===== src/design/e1ec_consts.vh =====
// What this block does
// - Eight alarm mask bits; 0 masks, 1 enables each interrupt.
// - Eight timing mask bits; 0 masks, 1 enables each interrupt.
// - All counters snapshot each period: 1 s, or 62.5 ms when selected.
// - Every error counter saturates at maximum, never wraps.
// - 16-bit violation counter; bipolar when mode 0, code when 1.
// - Bipolar mode counts same-polarity marks; HDB3 words excluded if enabled.
// - Code mode counts successive same-polarity bipolar violations only.
// - Violation counter ignores sync loss; stops at 65,535.
// - 10-bit CRC4 error counter held in FAS/CRC4 sync loss only.
// - 10-bit E-bit counter counts zero E-bits; held on FAS/CRC4 loss.
// - E-bits taken from first bit of frames 13 and 15.
// - 12-bit alignment word error counter held while sync loss high.
// - No alignment errors counted while searching alignment or multiframes.
// - Address 02/04 pack alignment count with CRC and E-bit MSBs.
// - Monitor one transmit and one receive channel, own 5-bit selectors.
// - Selector value equals timeslot, channels 1..32 as 0..31.
// - Period timer flag derived from receive clock, 1 s or 62.5 ms.
// - Transmit monitor bit 7 first transmitted bit, bit 0 last.
`ifndef E1EC_CONSTS_VH
`define E1EC_CONSTS_VH
`define E1EC_ADDR_VCNT_HI   8'h00
`define E1EC_ADDR_VCNT_LO   8'h01
`define E1EC_ADDR_CRC_HI    8'h02
`define E1EC_ADDR_CRC_LO    8'h03
`define E1EC_ADDR_FEB_HI    8'h04
`define E1EC_ADDR_FEB_LO    8'h05
`define E1EC_ADDR_ALM_MASK  8'h16
`define E1EC_ADDR_TIM_MASK  8'h17
`define E1EC_ADDR_CTRL_FOUR 8'hA8
`define E1EC_ADDR_TX_MON    8'hA9
`define E1EC_ADDR_CTRL_FIVE 8'hAA
`define E1EC_ADDR_RX_MON    8'hAB
`define E1EC_MASK_RESET     8'h00
`define E1EC_PERIOD_LONG_MS 1000
`define E1EC_PERIOD_SHORT_US 62500
// Receive line clock of 2.048 MHz: bit counts per period
`define E1EC_LINE_RATE_HZ   2048000
`define E1EC_BITS_LONG      (`E1EC_LINE_RATE_HZ / 1000 * `E1EC_PERIOD_LONG_MS)
`define E1EC_BITS_SHORT     (`E1EC_LINE_RATE_HZ / 1000 * `E1EC_PERIOD_SHORT_US / 1000)
`define E1EC_EBIT_FRAME_A   4'd13
`define E1EC_EBIT_FRAME_B   4'd15
`define E1EC_SEL_MSB        4
`endif


===== src/design/e1ec_monitor.v =====
`timescale 1ns/10ps
`include "e1ec_consts.vh"
module e1ec_monitor #(
  parameter BITS_LONG  = `E1EC_BITS_LONG,
  parameter BITS_SHORT = `E1EC_BITS_SHORT
) (
  input  wire       clk,
  input  wire       srst,
  input  wire       line_bit_strobe,
  input  wire       line_pos,
  input  wire       line_neg,
  input  wire       hdb3_sub_word,
  input  wire       period_select_bit,
  input  wire       violation_mode_bit,
  input  wire       receive_hdb3_enable,
  input  wire       loss_of_sync_flag,
  input  wire       crc4_sync_loss,
  input  wire       align_search,
  input  wire       crc_word_error,
  input  wire       align_word_error,
  input  wire       ebit_strobe,
  input  wire       ebit_value,
  input  wire [3:0] crc_frame_num,
  input  wire       tx_bit_strobe,
  input  wire       tx_bit,
  input  wire [4:0] tx_timeslot,
  input  wire       rx_bit_strobe,
  input  wire       rx_bit,
  input  wire [4:0] rx_timeslot,
  input  wire [7:0] addr,
  input  wire       wr_en,
  input  wire       rd_en,
  input  wire [7:0] wr_data,
  output reg  [7:0] rd_data,
  output reg  [7:0] alarm_interrupt_mask,
  output reg  [7:0] timing_interrupt_mask,
  output reg        period_timer_flag
);
  // ----------------------------------------
  // Period timer on receive line bits
  // ----------------------------------------
  reg  [21:0] tick_q;
  wire [21:0] limit = period_select_bit ? BITS_SHORT[21:0] - 22'd1
                                        : BITS_LONG[21:0] - 22'd1;
  wire        snap = line_bit_strobe && (tick_q >= limit);

  always @(posedge clk) begin
    if (srst) begin
      tick_q            <= 22'd0;
      period_timer_flag <= 1'b0;
    end else begin
      period_timer_flag <= snap;
      if (line_bit_strobe)
        tick_q <= snap ? 22'd0 : tick_q + 22'd1;
    end
  end

  // ----------------------------------------
  // Violation detection
  // ----------------------------------------
  reg  last_pol_q;
  reg  last_bpv_pol_q;
  reg  bpv_seen_q;
  wire mark = line_pos ^ line_neg;
  wire bpv  = line_bit_strobe && mark && (line_pos == last_pol_q);
  wire bpv_counted = bpv && !(receive_hdb3_enable && hdb3_sub_word);
  wire cv   = bpv && bpv_seen_q && (line_pos == last_bpv_pol_q);
  wire viol_inc = violation_mode_bit ? cv : bpv_counted;

  always @(posedge clk) begin
    if (srst) begin
      last_pol_q     <= 1'b0;
      last_bpv_pol_q <= 1'b0;
      bpv_seen_q     <= 1'b0;
    end else if (line_bit_strobe && mark) begin
      last_pol_q <= line_pos;
      if (bpv) begin
        last_bpv_pol_q <= line_pos;
        bpv_seen_q     <= 1'b1;
      end
    end
  end

  // ----------------------------------------
  // Counters
  // ----------------------------------------
  wire [15:0] vcnt;
  wire [9:0]  ccnt;
  wire [9:0]  ecnt;
  wire [11:0] acnt;
  wire        fas_crc_loss = loss_of_sync_flag | crc4_sync_loss;
  wire        ebit_zero = ebit_strobe && !ebit_value &&
                          (crc_frame_num == `E1EC_EBIT_FRAME_A ||
                           crc_frame_num == `E1EC_EBIT_FRAME_B);

  e1ec_sat_counter #(.W(16)) u_vcnt (
    .clk(clk), .srst(srst), .inc(viol_inc),
    .hold(1'b0), .snap(snap), .held_q(vcnt));
  e1ec_sat_counter #(.W(10)) u_ccnt (
    .clk(clk), .srst(srst), .inc(crc_word_error),
    .hold(fas_crc_loss), .snap(snap), .held_q(ccnt));
  e1ec_sat_counter #(.W(10)) u_ecnt (
    .clk(clk), .srst(srst), .inc(ebit_zero),
    .hold(fas_crc_loss), .snap(snap), .held_q(ecnt));
  e1ec_sat_counter #(.W(12)) u_acnt (
    .clk(clk), .srst(srst), .inc(align_word_error),
    .hold(loss_of_sync_flag | align_search), .snap(snap),
    .held_q(acnt));

  // ----------------------------------------
  // Channel monitors
  // ----------------------------------------
  reg [7:0] ctrl_four_q;
  reg [7:0] ctrl_five_q;
  reg [7:0] tx_shift_q;
  reg [7:0] rx_shift_q;
  reg [7:0] tx_mon_q;
  reg [7:0] rx_mon_q;
  reg [2:0] tx_cnt_q;
  reg [2:0] rx_cnt_q;
  wire tx_hit = tx_bit_strobe && tx_timeslot == ctrl_four_q[4:0];
  wire rx_hit = rx_bit_strobe && rx_timeslot == ctrl_five_q[4:0];

  always @(posedge clk) begin
    if (srst) begin
      tx_shift_q <= 8'h00;
      rx_shift_q <= 8'h00;
      tx_mon_q   <= 8'h00;
      rx_mon_q   <= 8'h00;
      tx_cnt_q   <= 3'd0;
      rx_cnt_q   <= 3'd0;
    end else begin
      if (tx_hit) begin
        tx_shift_q <= {tx_shift_q[6:0], tx_bit};
        tx_cnt_q   <= tx_cnt_q + 3'd1;
        if (tx_cnt_q == 3'd7)
          tx_mon_q <= {tx_shift_q[6:0], tx_bit};
      end
      if (rx_hit) begin
        rx_shift_q <= {rx_shift_q[6:0], rx_bit};
        rx_cnt_q   <= rx_cnt_q + 3'd1;
        if (rx_cnt_q == 3'd7)
          rx_mon_q <= {rx_shift_q[6:0], rx_bit};
      end
    end
  end

  // ----------------------------------------
  // Register port
  // ----------------------------------------
  always @(posedge clk) begin
    if (srst) begin
      alarm_interrupt_mask  <= `E1EC_MASK_RESET;
      timing_interrupt_mask <= `E1EC_MASK_RESET;
      ctrl_four_q           <= 8'h00;
      ctrl_five_q           <= 8'h00;
    end else if (wr_en) begin
      case (addr)
        `E1EC_ADDR_ALM_MASK:  alarm_interrupt_mask  <= wr_data;
        `E1EC_ADDR_TIM_MASK:  timing_interrupt_mask <= wr_data;
        `E1EC_ADDR_CTRL_FOUR: ctrl_four_q <= {wr_data[7], 2'b00,
                                              wr_data[4:0]};
        `E1EC_ADDR_CTRL_FIVE: ctrl_five_q <= {wr_data[7], 2'b00,
                                              wr_data[4:0]};
        default: ;
      endcase
    end
  end

  always @(posedge clk) begin
    if (srst) begin
      rd_data <= 8'h00;
    end else if (rd_en) begin
      case (addr)
        `E1EC_ADDR_VCNT_HI:   rd_data <= vcnt[15:8];
        `E1EC_ADDR_VCNT_LO:   rd_data <= vcnt[7:0];
        `E1EC_ADDR_CRC_HI:    rd_data <= {acnt[11:6], ccnt[9:8]};
        `E1EC_ADDR_CRC_LO:    rd_data <= ccnt[7:0];
        `E1EC_ADDR_FEB_HI:    rd_data <= {acnt[5:0], ecnt[9:8]};
        `E1EC_ADDR_FEB_LO:    rd_data <= ecnt[7:0];
        `E1EC_ADDR_ALM_MASK:  rd_data <= alarm_interrupt_mask;
        `E1EC_ADDR_TIM_MASK:  rd_data <= timing_interrupt_mask;
        `E1EC_ADDR_CTRL_FOUR: rd_data <= ctrl_four_q;
        `E1EC_ADDR_TX_MON:    rd_data <= tx_mon_q;
        `E1EC_ADDR_CTRL_FIVE: rd_data <= ctrl_five_q;
        `E1EC_ADDR_RX_MON:    rd_data <= rx_mon_q;
        default:              rd_data <= 8'h00;
      endcase
    end
  end
endmodule // e1ec_monitor


===== src/design/e1ec_sat_counter.v =====
`timescale 1ns/10ps
// Saturating event counter with snapshot restart
module e1ec_sat_counter #(
  parameter W = 10
) (
  input  wire         clk,
  input  wire         srst,
  input  wire         inc,
  input  wire         hold,
  input  wire         snap,
  output reg  [W-1:0] held_q
);
  reg  [W-1:0] live_q;
  wire         step = inc & ~hold;
  wire         full = &live_q;

  always @(posedge clk) begin
    if (srst) begin
      live_q <= {W{1'b0}};
      held_q <= {W{1'b0}};
    end else if (snap) begin
      // Event on boundary cycle goes to new period
      held_q <= live_q;
      live_q <= {{(W-1){1'b0}}, step};
    end else if (step && !full) begin
      live_q <= live_q + {{(W-1){1'b0}}, 1'b1};
    end
  end
endmodule // e1ec_sat_counter


===== config.mk =====
export PLATFORM = sky130hd
export DESIGN_NAME = e1ec_monitor
export DESIGN_NICKNAME = d
export VERILOG_FILES = /design/src/design/e1ec_monitor.v /design/src/design/e1ec_sat_counter.v
export VERILOG_INCLUDE_DIRS = /design/src /design/src/design
export SDC_FILE = /design/constraint.sdc
export NUM_CORES = 1
export LEC_CHECK = 0
export ABC_AREA = 1
export BUFFER_PORTS_ARGS = -buffer_cell sky130_fd_sc_hd__buf_2
export CAP_MARGIN = 10
export CORE_MARGIN = 3
export CORE_UTILIZATION = 43
export DETAILED_ROUTE_END_ITERATION = 10
export GPL_TIMING_DRIVEN = 0
export HOLD_SLACK_MARGIN = 0.05
export PLACE_DENSITY = 0.56
export SLEW_MARGIN = 20
export SYNTH_ARGS = -nofsm -noshare
export SYNTH_HDL_FRONTEND = slang
export SYNTH_SLANG_ARGS = --single-unit

===== constraint.sdc =====
create_clock -name clk -period 1.9 [get_ports clk]
set_input_delay 0.19 -clock clk [delete_from_list [all_inputs] [get_ports clk]]
set_output_delay 0.19 -clock clk [all_outputs]
set_load 0.02 [all_outputs]

==> metrics.md <==
| Metric | Value |
|---|---|
| Area of the mapped netlist | `9602 µm²` |
| Nets@finish | `1,573` |
| CP cell instances | `ha_4 -> nand2_2 -> nor2_2 -> nand2_2 -> or2_4 -> nand3_4 -> buf_6 -> clkbuf_16 -> clkbuf_16 -> nand4_1 -> nand2_1` |
| IO Pins | `between 70 and 80` |
| # placed instances | `1,739` |
| Pwr dens | `699.4 nW/µm²` |
| HPWL after detailed placement | `20.15 mm` |
| Vias in the first global route | `8,618` |
| CTS tree | `built` |
| Clock sinks | `194` |
| Worst Max-Slew Pin Slew | `0.7423 ns` |
| WP data arrival | `between 2 and 2.5 ns` |
| Design Power | `around 0.008 W` |
| Via count | `9,359` |
| Crit path from | `tick_q[17]$_SDFFE_PP0P_` |
| Final TNS setup | `0 ns` |
| Gr usage total | `22.57%` |
| Drt pass-1 iters | `5` |
| Largest delay share family, worst path | `simple AND/OR/NAND/NOR gates` |
| ANT cells | `0` |
| Detailed-route DRC error count | `0` |
| Filler-free cell count of the finished design | `1,797` |
| Initial drt markers | `slightly below 800` |
| Crit start category | `flip-flop` |
| WHS | `0.09169 ns` |
| Syn_area_per_cell | `between 6 and 7 µm²` |
| Pin count of the biggest net entering global routing | `19` |
| RSZ-0062 raised after global routing | `true` |
| Leakage | `approximately 4.8 nW` |
| Most frequent cells in the layout | `287 x nand2_1, 183 x dfxtp_1, 165 x nand3_1` |
| Rows | `54` |
| CP required | `2.28 ns` |
| Area added between synthesis and finish | `22.10%` |
| Worst Skew | `0.01418 ns` |
| Max_cap viols | `0` |
| Die X-Extent | `155.4 µm` |
| Clk Latency, worst-skew pair | `0.44 ns` |
| Yosys reg bits | `194` |
| Endpoints failing setup | `0` |
| Initial antenna violation count | `0` |
| Fin crit period | `1.888 ns` |
| Pins Over Slew Limit | `0` |
| GRT overflow | `0` |
| Final GP Congestion | `0.9089` |
| CP Capture Type | `flip-flop` |
| Die height | `155.4 µm` |
| Tcrit/Tclk final | `99.38%` |
| Routed length per instance | `15.60 µm` |
| Final WL | `28.03 mm` |
| Biggest cell delay along the critical path | `0.36 ns` |
| Peak supply drop | `~520 µV` |
| Final Hold Fails | `0` |
| Routed Antenna Nets | `0` |
| Max frequency | `0.5296 GHz` |
| CTS Buf Count | `17` |
| I/O Buffers | `73` |
| Kind of critical path | `reg -> reg` |
| Core Box Area | `between 20,000 and 25,000 µm²` |
| Clk pin slew, worst setup/hold paths | `0.08 ns` |
| Max clock buf depth | `2` |
| Max_slew headroom | `between 50% and 60%` |
| Vias/cell | `5.208` |
| Status | `finished, final reports clean` |
| Root Driver | `clkbuf_16` |
| Hold/Removal Path Class | `in -> reg` |
| Critical-path top delay cell | `dfxtp_4` |
| Most common cell after layout, fill and taps aside | `nand2_1` |
| Die area | `24,160 µm²` |
| Min-delay src | `line_neg` |
| Cell count after synthesis | `1,386` |
| Reg2reg start | `tick_q[17]$_SDFFE_PP0P_` |
| Yosys Warn Count | `0` |
| Initial core utilization | `43.86%` |
| Register area share after synthesis | `between 40% and 50%` |
| Synth Net Count | `1,455` |
| Unique masters post-synth | `35` |
| Share of layout cells above drive strength 1 | `15.82%` |
| Buffers & Inverters on Critical Path | `3` |
| Worst-path fanout max | `5` |
| H-tree depth | `4` |
| Global-route wire length before repair | `44.21 mm` |
layer usage:
layer | vias up | share of wire, % | GRT usage (%)
li1 | 4827 | - | -
met1 | 4277 | 49 | 31.99
met2 | 219 | 44 | 35.13
met3 | 36 | 4.8 | 3.449
met4 | 0 | 2.1 | 7.628
met5 | - | 0 | 0
per-stage QoR:
step	worst slack, ns	area (µm²)	utilization [%]
after global placement	-0.3493	10320	47.13
final	0.01169	11720	53.56
after global routing	-0.08632	11720	53.56
after CTS	-0.005401	11030	50.41
after floorplan	0.1943	9602	-
after detailed placement	-0.3712	10320	47.13
synth_stat cells, drive strengths merged:
master	instances	share of area (%)
a21o	2	0.16
a21oi	102	5.3
and3	2	0.13
buf	34	2.3
clkbuf	30	1.2
clkinv	2	0.078
dfxtp	194	40
ha	17	2.2
inv	124	4.8
nand2	296	12
nand3	188	10
nand3b	6	0.47
nand4	66	4.3
nor2	174	7.1
nor3	14	0.78
nor3b	3	0.23
nor4	1	0.065
o211ai	1	0.078
o21ai	81	4.2
o22ai	2	0.13
or2	2	0.13
xnor2	16	1.5
xor2	29	2.6
repair_timing:
action                                 CTS  global route
hold buffers                             5             0
pin swaps                                1            35
gates cloned                             0             8
setup endpoints to repair              116           117
buffers inserted                         2            11
endpoints found under the hold margin    7             0
resized for setup                       21           114
logic make-up after synthesis:
logic type	share of synthesized area, %
and+or+nand+nor	34.96
DFF	40.45
xor gates and xnor gates	4.105
adders and majority gates	2.215
AOI/OAI and AO/OA	9.903
buffers and inverters	8.366
cell type report:
cell class	instances	area, µm²
clock inverters	15	150.1
plain buffers	64	466.7
inverters	126	478.0
well taps	280	350.3
multi-input cells	1003	5229
repair buffers	98	714.4
flip-flops and latches	194	3910
fillers	2222	10170
clock buffers	17	425.4
worst min-delay path, cell delays in order:
cell      delay, ns
buf_2          0.10
nand3_1        0.08
o211ai_1       0.08
inv_1          0.04
report_power, final:
| group | internal (W) | total (W) | switching, W |
|---|---|---|---|
| clock network | 0.00185 | 0.00362 | 0.00177 |
| logic | 0.000160 | 0.000487 | 0.000327 |
| registers | 0.00407 | 0.00409 | 0.0000188 |
sequential cells by signal, summed over array words and instances, names as in the netlist, 3 cells and up:
signal                 flops
tick_q                    22
u_vcnt.live_q             16
u_ecnt.live_q             10
rx_shift_q                 7
tx_shift_q                 7
timing_interrupt_mask      8
rx_mon_q                   8
alarm_interrupt_mask       8
u_vcnt.held_q             16
rd_data                    8
ctrl_five_q                6
u_ccnt.held_q             10
ctrl_four_q                6
u_ccnt.live_q             10
u_acnt.held_q             12
u_ecnt.held_q             10
tx_mon_q                   8
rx_cnt_q                   3
u_acnt.live_q             12
tx_cnt_q                   3
worst paths after layout:
check,to,slack [ns],cells past startpoint
max reg2reg,u_ecnt.held_q[2]$_SDFFE_PP0P_,0.01,11
min,last_pol_q$_SDFFE_PP0P_,0.09,4
max,u_ecnt.held_q[2]$_SDFFE_PP0P_,0.01,11
min reg2reg,rx_shift_q[6]$_SDFFE_PP0P_,0.45,2
No activity file was read; power rests on OpenSTA's default activity.
